[src/hw/adc_ctl_pkg.sv]
// constants for the converter control block: serial frame layout, the
// configuration register, soft reset codes and timing counts.
// assumes a single system clock domain; the serial link is sampled.
package adc_ctl_pkg;

	// ==================================================================
	// serial frame layout
	localparam int FRAME_BITS = 16;
	localparam int RW_BIT = 15;
	localparam int ADDR_MSB = 14;
	localparam int ADDR_LSB = 8;
	localparam int DATA_MSB = 7;

	// ==================================================================
	// general configuration register
	localparam logic [6:0] GEN_CFG_ADDR = 7'h06;
	localparam logic [7:0] GEN_CFG_RESET = 8'h80;
	localparam int SYNC_BIT = 7;
	localparam int ONE_SHOT_BIT = 4;
	localparam int RST_MSB = 1;
	localparam int RST_LSB = 0;
	localparam logic [1:0] RST_FIRST = 2'h3;
	localparam logic [1:0] RST_SECOND = 2'h2;

	// ==================================================================
	// fixed answers and timing counts
	localparam logic [15:0] POST_RESET_REPLY = 16'h0e00;
	localparam logic [15:0] IDLE_REPLY = 16'h0000;
	localparam int SYNC_OUT_CYCLES = 4;
	localparam int SETTLE_CYCLES = 64;

endpackage : adc_ctl_pkg

[src/hw/bit_sync.sv]
// two-stage synchroniser for a group of independent pin levels.
// assumes each bit is a slow level; no word coherence is promised.
`timescale 1ns/1ps
module bit_sync #(
	parameter int WIDTH = 1,
	parameter logic [WIDTH-1:0] INIT = '0
) (
	input wire logic clk_sys_i,
	input wire logic rst_b_i,
	input wire logic [WIDTH-1:0] async_i,
	output logic [WIDTH-1:0] sync_o
);

	typedef struct packed {
		logic [WIDTH-1:0] meta;
		logic [WIDTH-1:0] stable;
	} sync_s;

	sync_s st_r;
	sync_s st_nxt;

	// ==================================================================
	// the first stage feeds only the second
	always_comb begin
		st_nxt.meta = async_i;
		st_nxt.stable = st_r.meta;
	end

	always_ff @(posedge clk_sys_i or negedge rst_b_i) begin
		if (!rst_b_i) begin
			st_r <= {INIT, INIT};
		end else begin
			st_r <= st_nxt;
		end
	end

	assign sync_o = st_r.stable;

endmodule : bit_sync

[src/hw/settle_timer.sv]
// holds data off for a fixed number of clocks after each filter reset.
// assumes restart_i is a one-cycle pulse on the system clock.
`timescale 1ns/1ps
module settle_timer #(
	parameter int CYCLES = adc_ctl_pkg::SETTLE_CYCLES
) (
	input wire logic clk_sys_i,
	input wire logic rst_b_i,
	input wire logic restart_i,
	output logic hold_o
);

	localparam int CW = $clog2(CYCLES + 1);
	localparam logic [CW-1:0] LOAD = CW'(CYCLES);

	typedef struct packed {
		logic [CW-1:0] left;
		logic hold;
	} timer_s;

	timer_s st_r;
	timer_s st_nxt;

	// ==================================================================
	// a new restart reloads the full count, so back to back syncs extend it
	always_comb begin
		st_nxt = st_r;
		if (restart_i) begin
			st_nxt.left = LOAD;
			st_nxt.hold = 1'b1;
		end else if (st_r.left != '0) begin
			st_nxt.left = st_r.left - CW'(1);
			st_nxt.hold = (st_r.left != CW'(1));
		end else begin
			st_nxt.hold = 1'b0;
		end
	end

	always_ff @(posedge clk_sys_i or negedge rst_b_i) begin
		if (!rst_b_i) begin
			st_r <= '0;
		end else begin
			st_r <= st_nxt;
		end
	end

	assign hold_o = st_r.hold;

endmodule : settle_timer

[src/hw/adc_soft_reset_and_sync_ctrl.sv]
// serial control port, two-step soft reset, software sync and one-shot
// control of a multichannel converter.
// assumes a 16-bit frame, serial clock idle high, data taken on its
// rising edge and driven on its falling edge; the serial clock must be
// at most an eighth of clk_sys_i. sync_out_b_o is routed to sync_in_b_i.
// frames with other than 16 serial clock rising edges are dropped whole;
// a soft reset does not cut a sync pulse that is already going out.
//
// What this block does
// - soft reset needs field write 11 then 10; a write of 00 or 01 in between cancels it.
// - finishing the reset sequence resets the core and all registers to default.
// - after soft reset, the next command is answered next frame with 0x0e00.
// - a software sync acts exactly like a pulse on the start pin.
// - software sync is taken after the last serial clock edge of the frame.
// - the sync is driven out on the sync output pin on the system clock.
// - each pulse seen on the sync input resets the digital filters.
// - after a sync filter reset, data is held off for the settling time.
// - in one-shot mode each sync input rising edge yields one conversion.
// - one-shot bit at 0 disables one-shot mode, at 1 enables it.
`timescale 1ns/1ps
module adc_soft_reset_and_sync_ctrl #(
	parameter int SETTLE_CYCLES = adc_ctl_pkg::SETTLE_CYCLES,
	parameter int SYNC_OUT_CYCLES = adc_ctl_pkg::SYNC_OUT_CYCLES
) (
	input wire logic clk_sys_i,
	input wire logic rst_b_i,
	input wire logic sclk_i,
	input wire logic cs_b_i,
	input wire logic mosi_i,
	output logic miso_o,
	output logic miso_oe_o,
	input wire logic start_b_i,
	input wire logic sync_in_b_i,
	output logic sync_out_b_o,
	output logic core_reset_o,
	output logic filter_reset_o,
	output logic data_hold_o,
	output logic convert_o,
	output logic one_shot_en_o
);

	localparam int BW = $clog2(adc_ctl_pkg::FRAME_BITS + 1);
	localparam logic [BW-1:0] FULL_FRAME = BW'(adc_ctl_pkg::FRAME_BITS);
	localparam int PW = $clog2(SYNC_OUT_CYCLES + 1);
	localparam logic [PW-1:0] PULSE_LOAD = PW'(SYNC_OUT_CYCLES);
	localparam int TX_MSB = adc_ctl_pkg::FRAME_BITS - 1;

	// ==================================================================
	// soft reset sequence: the first code arms it, only the second fires
	typedef enum logic [0:0] {
		SEQ_IDLE = 1'b0,
		SEQ_ARMED = 1'b1
	} seq_e;

	typedef struct packed {
		logic [BW-1:0] bitcnt;
		logic [TX_MSB:0] rx;
		logic [TX_MSB:0] tx;
		logic [TX_MSB:0] reply;
		logic [7:0] cfg;
		seq_e seq;
		logic overrun;
		logic rst_reply;
		logic [PW-1:0] pulse_left;
		logic sync_out_b;
		logic core_rst;
		logic filt_rst;
		logic conv;
		logic sclk_d;
		logic cs_b_d;
		logic sync_in_d;
		logic start_d;
		logic miso;
		logic miso_oe;
	} ctl_s;

	ctl_s st_r;
	ctl_s st_nxt;

	logic sclk_s;
	logic cs_b_s;
	logic mosi_s;
	logic start_b_s;
	logic sync_in_b_s;
	logic restart_settle;

	// ==================================================================
	// pin synchronisers; idle levels are high for all strobes
	bit_sync #(
		.WIDTH(5),
		.INIT(5'h1b)
	) u_pin_sync (
		.clk_sys_i(clk_sys_i),
		.rst_b_i(rst_b_i),
		.async_i({sclk_i, cs_b_i, mosi_i, start_b_i, sync_in_b_i}),
		.sync_o({sclk_s, cs_b_s, mosi_s, start_b_s, sync_in_b_s})
	);

	// ==================================================================
	// data hold-off after a filter reset
	assign restart_settle = st_r.filt_rst;

	settle_timer #(
		.CYCLES(SETTLE_CYCLES)
	) u_settle (
		.clk_sys_i(clk_sys_i),
		.rst_b_i(rst_b_i),
		.restart_i(restart_settle),
		.hold_o(data_hold_o)
	);

	// ==================================================================
	// register read decode, used for the reply word
	function automatic logic [15:0] read_word(input logic [6:0] addr, input logic [7:0] cfg);
		logic [15:0] w;
		w = adc_ctl_pkg::IDLE_REPLY;
		if (addr == adc_ctl_pkg::GEN_CFG_ADDR) begin
			w = {8'h00, cfg};
		end
		return w;
	endfunction : read_word

	// ==================================================================
	// edge finders on a synchronised level and its copy one clock older
	function automatic logic went_high(input logic lvl, input logic prev);
		return lvl && !prev;
	endfunction : went_high

	function automatic logic went_low(input logic lvl, input logic prev);
		return !lvl && prev;
	endfunction : went_low

	// a given reset code written to the configuration register
	function automatic logic field_is(input logic hit, input logic [1:0] field,
			input logic [1:0] code);
		return hit && (field == code);
	endfunction : field_is

	// ==================================================================
	// frame handling, soft reset, sync generation and sync input
	logic sclk_rise;
	logic sclk_fall;
	logic cs_fall;
	logic cs_rise;
	logic sync_in_rise;
	logic start_fall;
	logic frame_ok;
	logic is_write;
	logic [6:0] frame_addr;
	logic [7:0] frame_data;
	logic [1:0] rst_field;
	logic sw_sync;
	logic cfg_hit;
	logic first_code;
	logic second_code;
	logic soft_rst;

	always_comb begin
		st_nxt = st_r;
		sclk_rise = went_high(sclk_s, st_r.sclk_d);
		sclk_fall = went_low(sclk_s, st_r.sclk_d);
		cs_fall = went_low(cs_b_s, st_r.cs_b_d);
		cs_rise = went_high(cs_b_s, st_r.cs_b_d);
		sync_in_rise = went_high(sync_in_b_s, st_r.sync_in_d);
		start_fall = went_low(start_b_s, st_r.start_d);
		frame_ok = cs_rise;
		if (st_r.bitcnt != FULL_FRAME || st_r.overrun) begin
			frame_ok = 1'b0;
		end
		is_write = !st_r.rx[adc_ctl_pkg::RW_BIT];
		frame_addr = st_r.rx[adc_ctl_pkg::ADDR_MSB:adc_ctl_pkg::ADDR_LSB];
		frame_data = st_r.rx[adc_ctl_pkg::DATA_MSB:0];
		rst_field = frame_data[adc_ctl_pkg::RST_MSB:adc_ctl_pkg::RST_LSB];
		cfg_hit = is_write && (frame_addr == adc_ctl_pkg::GEN_CFG_ADDR);
		first_code = field_is(cfg_hit, rst_field, adc_ctl_pkg::RST_FIRST);
		second_code = field_is(cfg_hit, rst_field, adc_ctl_pkg::RST_SECOND);
		sw_sync = 1'b0;
		soft_rst = 1'b0;

		st_nxt.sclk_d = sclk_s;
		st_nxt.cs_b_d = cs_b_s;
		st_nxt.sync_in_d = sync_in_b_s;
		st_nxt.start_d = start_b_s;
		st_nxt.core_rst = 1'b0;
		st_nxt.filt_rst = 1'b0;
		st_nxt.conv = 1'b0;

		// serial shifter: load the pending reply at frame start
		if (cs_fall) begin
			st_nxt.bitcnt = '0;
			st_nxt.tx = st_r.reply;
			st_nxt.miso = st_r.reply[TX_MSB];
			st_nxt.miso_oe = 1'b1;
			st_nxt.overrun = 1'b0;
		end else if (!cs_b_s) begin
			// a seventeenth rising edge spoils the frame rather than being dropped
			if (sclk_rise) begin
				if (st_r.bitcnt == FULL_FRAME) begin
					st_nxt.overrun = 1'b1;
				end else begin
					st_nxt.rx = {st_r.rx[TX_MSB-1:0], mosi_s};
					st_nxt.bitcnt = st_r.bitcnt + BW'(1);
				end
			end
			if (sclk_fall && st_r.bitcnt != '0) begin
				st_nxt.tx = {st_r.tx[TX_MSB-1:0], 1'b0};
				st_nxt.miso = st_r.tx[TX_MSB-1];
			end
		end
		if (cs_rise) begin
			st_nxt.miso_oe = 1'b0;
			st_nxt.miso = 1'b0;
		end

		// short frames are dropped whole; the command runs at frame end,
		// which is after the last serial clock edge
		if (frame_ok) begin
			if (st_r.rst_reply) begin
				st_nxt.reply = adc_ctl_pkg::POST_RESET_REPLY;
				st_nxt.rst_reply = 1'b0;
			end else if (is_write) begin
				st_nxt.reply = adc_ctl_pkg::IDLE_REPLY;
			end else begin
				st_nxt.reply = read_word(frame_addr, st_r.cfg);
			end
			if (is_write) begin
				case (st_r.seq)
					SEQ_IDLE: begin
						if (first_code) begin
							st_nxt.seq = SEQ_ARMED;
						end
					end
					SEQ_ARMED: begin
						if (second_code) begin
							st_nxt.seq = SEQ_IDLE;
							soft_rst = 1'b1;
						end else if (!first_code) begin
							// a repeated first code keeps the sequence armed
							st_nxt.seq = SEQ_IDLE;
						end
					end
					default: begin
						st_nxt.seq = SEQ_IDLE;
					end
				endcase
				// the write that completes a soft reset stores nothing
				if (cfg_hit && !soft_rst) begin
					st_nxt.cfg = frame_data;
					// only a low to high change of the stored bit counts
					if (!st_r.cfg[adc_ctl_pkg::SYNC_BIT] && frame_data[adc_ctl_pkg::SYNC_BIT]) begin
						sw_sync = 1'b1;
					end
				end
				if (soft_rst) begin
					st_nxt.cfg = adc_ctl_pkg::GEN_CFG_RESET;
					st_nxt.core_rst = 1'b1;
					st_nxt.rst_reply = 1'b1;
					st_nxt.reply = adc_ctl_pkg::IDLE_REPLY;
				end
			end
		end

		// software sync and the start pin share one path
		if (sw_sync || start_fall) begin
			st_nxt.pulse_left = PULSE_LOAD;
			st_nxt.sync_out_b = 1'b0;
		end else if (st_r.pulse_left != '0) begin
			st_nxt.pulse_left = st_r.pulse_left - PW'(1);
			st_nxt.sync_out_b = (st_r.pulse_left == PW'(1));
		end else begin
			st_nxt.sync_out_b = 1'b1;
		end

		// the end of a sync input pulse resets filters and, in one-shot
		// mode, starts a single conversion
		if (sync_in_rise) begin
			st_nxt.filt_rst = 1'b1;
			st_nxt.conv = st_r.cfg[adc_ctl_pkg::ONE_SHOT_BIT];
		end
	end

	always_ff @(posedge clk_sys_i or negedge rst_b_i) begin
		if (!rst_b_i) begin
			st_r <= '0;
			st_r.cfg <= adc_ctl_pkg::GEN_CFG_RESET;
			st_r.sync_out_b <= 1'b1;
			st_r.sclk_d <= 1'b1;
			st_r.cs_b_d <= 1'b1;
			st_r.sync_in_d <= 1'b1;
			st_r.start_d <= 1'b1;
		end else begin
			st_r <= st_nxt;
		end
	end

	// ==================================================================
	// outputs, all straight from flip-flops
	assign miso_o = st_r.miso;
	assign miso_oe_o = st_r.miso_oe;
	assign sync_out_b_o = st_r.sync_out_b;
	assign core_reset_o = st_r.core_rst;
	assign filter_reset_o = st_r.filt_rst;
	assign convert_o = st_r.conv;
	assign one_shot_en_o = st_r.cfg[adc_ctl_pkg::ONE_SHOT_BIT];

endmodule : adc_soft_reset_and_sync_ctrl

[config.mk]
export PLATFORM = sky130hd
export DESIGN_NAME = adc_soft_reset_and_sync_ctrl
export DESIGN_NICKNAME = d
export VERILOG_FILES = /design/src/hw/adc_ctl_pkg.sv /design/src/hw/bit_sync.sv /design/src/hw/settle_timer.sv /design/src/hw/adc_soft_reset_and_sync_ctrl.sv
export SDC_FILE = /design/constraint.sdc
export NUM_CORES = 1
export LEC_CHECK = 0
export BUFFER_PORTS_ARGS = -buffer_cell sky130_fd_sc_hd__clkbuf_2
export CAP_MARGIN = 30
export CORE_ASPECT_RATIO = 1.2
export CORE_MARGIN = 5
export CORE_UTILIZATION = 55
export DETAILED_ROUTE_END_ITERATION = 8
export GPL_TIMING_DRIVEN = 1
export PLACE_DENSITY = 0.75
export SLEW_MARGIN = 20
export SYNTH_ARGS = -nofsm -noshare
export SYNTH_HDL_FRONTEND = slang
export SYNTH_HIERARCHICAL = 1
export SYNTH_SLANG_ARGS = --single-unit
[constraint.sdc]
create_clock -name clk_sys_i -period 2 [get_ports clk_sys_i]
set_input_delay 0.1 -clock clk_sys_i [delete_from_list [all_inputs] [get_ports clk_sys_i]]
set_output_delay 0.1 -clock clk_sys_i [all_outputs]
set_load 0.1 [all_outputs]
==> flow_metrics.tcl <==
set metrics [dict create \
    synth_fp_nets 322 \
    drc 0 \
    max_slew_margin_pct 62.9 \
    fin_worst_skew_ps 12.4 \
    gr-usage-all-layers_pct 15.9 \
    synth_async_sr_flop_share_pct 100 \
    cts_max_level 3 \
    drt_iter0_markers 129 \
    drt_wl_total_mm 5.88 \
    finalInstanceArea_um2 4110 \
    slowest_delay_ps 490 \
    routabilityCongestion 0.795 \
    vias 2298 \
    final-seq-area_um2 2190 \
    fin_crit_ps 1840 \
    cap_viol_max_count 0 \
    post-route-util_pct 64.2 \
    ys_types 46 \
    grt_pass1_vias 2406 \
    holdCritPathClass "in2async" \
    required_ps 2240 \
    antenna_found_initial 0 \
    crit_slowest_cell "or4b_1" \
    ys_warn_count 6 \
    synth.top_cell.area_share_pct 50.4 \
    synth_area_leaders "dfrtp_1 (50%), dfstp_2 (10%), mux2_2 (5.3%)" \
    die_w_um 84.1 \
    powerDensity_nw_per_um2 1020 \
    fin_tns_setup_ps 0 \
    nFillCells 504 \
    synth_flop_cell "dfrtp_1" \
    core_um2 6410 \
    path_cells "inv_1 > ha_1 > or4b_1 > and2_2 > a21oi_1 > a21oi_1" \
    cts_tree "done" \
    crit_fanout 14 \
    die-area_um2 8320 \
    yosys.area.top_type "dfrtp_1" \
    ioPinCount 15 \
    critPathCaptureType "flip-flop" \
    syn_to_final_growth_pct 13.5 \
    clkSlewWorstSetupHoldPaths_ps 80 \
    numCtsBuffers 9 \
    rsz0062_at_grt "false" \
    cp-start-kind "flip-flop" \
    dp_slack_ps 94.3 \
    critPathKind "reg2reg" \
    drv_slew 0 \
    synth_edf_count 0 \
    netlist_instances 305 \
    diodes 0 \
    hold_slack_ps 263 \
    grt_pass1_wl_mm 10.7 \
    ys_seq_area_share_pct 60.5 \
    die_height_um 98.9 \
    cts_setup_buffers 0 \
    final_layout_size_suffix_gt1_share_pct 24.0 \
    grt_max_degree 45 \
    max_freq_ghz 0.543 \
    vdd_ir_drop_max_mv 0.654 \
    firstDrtPassIters 4 \
    yosysMostFrequentCell "dfrtp_1" \
    hold_viol 0 \
    clk_latency_ps 350 \
    wl_per_cell_um 13.8 \
    place_area_um2 3860 \
    start_util_pct 56.6 \
    fin_nets 353 \
    power.leakage_nw 1.93 \
    crit_arrival_ps 2080 \
    port_buffers 14 \
    status "completed" \
    clock_sinks 87 \
    synth_common_cells "dfrtp_1 (73), nand2_1 (32), a21oi_1 (29)" \
    multi_input_area_um2 1360 \
    avgSynthCellArea_um2 11.9 \
    fin_crit_sh_pct 92.1 \
    via_per_inst 5.39 \
    drt.antenna.violating_nets 0 \
    rr_worst_depth 6 \
    setup_violations 0 \
    ys_ff_latch 87 \
    tightest_slew_ps 557 \
    rows 32 \
    cp_common_cell "a21oi_1" \
    clockRootBuffer "clkbuf_8" \
    grt_overflow 0 \
    dpl.hpwl_mm 4.05 \
    worst_slack_ps 158 \
    cts_buffer_depth 2 \
    syn-cell-area_um2 3620 \
]
layout make-up:
type / count / share of cell area [%]
multi-input combinational: 198 / 33.1
sequential: 87 / 53.3
inverter: 10 / 0.912
clock buffer: 12 / 3.28
tap: 85 / 2.59
timing repair buffer: 30 / 5.66
clock inverter: 4 / 1.16
power by group:
group | internal, W | switching, W
registers | 0.00199 | 0.000188
clock network | 0.000575 | 0.000576
logic | 0.000356 | 0.000500
cells by family (layout without fill, tap and decap cells):
| family | Yosys count | after routing | synth area share, % |
|---|---|---|---|
| compound gates | 66 | 66 | 10.6 |
| xor+xnor | 7 | 7 | 1.69 |
| mux | 21 | 21 | 6.66 |
| simple gates | 94 | 94 | 14.7 |
| flops | 87 | 87 | 60.5 |
| fa+ha+maj | 10 | 10 | 3.45 |
| buf+inv | 20 | 56 | 2.31 |
state kept, by name (all words and copies together) (netlist names):
signal             flops
st_r                  47
miso_o                 1
filter_reset_o         1
u_pin_sync/sync_o      5
one_shot_en_o          1
u_pin_sync/st_nxt      5
frame_addr             7
sync_out_b_o           1
u_settle/hold_o        1
miso_oe_o              1
u_settle/st_r          7
convert_o              1
core_reset_o           1
frame_data             8
what timing repair did:
action,4_1_cts,5_1_grt
endpoints found under the setup margin,0,8
hold endpoints to repair,46,0
gates resized for setup,0,3
hold buffers,6,0
per-stage QoR:
stage          power (W)  instances
2_1_floorplan    0.00285        305
3_3_place_gp     0.00301        404
3_5_place_dp     0.00307        404
4_1_cts          0.00424        426
5_1_grt          0.00447        426
6_report         0.00419        426
final timing paths:
path	slack [ps]	from	endpoint
max in group asynchronous	1040	rst_b_i	u_pin_sync/sync_o[3]
min reg2reg	350	u_pin_sync/st_nxt[2]	u_pin_sync/sync_o[2]
min in group clk_sys_i	350	u_pin_sync/st_nxt[2]	u_pin_sync/sync_o[2]
max reg2reg	160	st_r[72]	st_r[41]
min	260	rst_b_i	u_settle/hold_o
max	160	st_r[72]	st_r[41]
worst max-delay path, delay by kind of cell, from the launching register on:
family	cells	cell delay [ps]
adders and majority gates	1	180
AOI/OAI and AO/OA	2	280
DFF	1	400
and+or+nand+nor	2	790
buffers and inverters	1	100
routing by layer:
| layer | wire length [um] | vias up | track usage (%) | part of all wire, % |
|---|---|---|---|---|
| li1 | - | 1124 | - | - |
| met1 | 2710 | 1133 | 20.5 | 46 |
| met2 | 2840 | 31 | 24.9 | 48 |
| met3 | 204 | 10 | 4.10 | 3.5 |
| met4 | 127 | 0 | 7.67 | 2.2 |
| met5 | 0 | - | 0 | 0 |
cell usage in the layout, fill, tap and decap left out, types with 2 or more instances in the layout:
cell,Yosys,final
a21oi_1,29,29
a22o_1,8,8
buf_12,0,2
buf_4,1,9
clkbuf_1,5,3
clkbuf_2,0,13
clkbuf_8,0,9
clkinv_2,0,2
dfrtp_1,73,73
dfstp_2,14,14
dlygate4sd3_1,0,6
ha_1,10,10
inv_1,10,10
mux2_2,17,17
mux2_4,2,2
mux2i_1,2,2
nand2_1,32,32
nand2b_1,4,4
nand3_1,2,2
nand3b_1,3,3
nand4_1,2,2
nor2_1,16,16
nor2b_1,11,11
nor3_1,4,4
nor3b_1,3,3
nor3b_2,3,3
o21ai_0,19,19
o21ai_1,2,2
xnor2_1,4,4
xor2_1,3,3
Note: power is estimated with default switching activity, not from simulation.
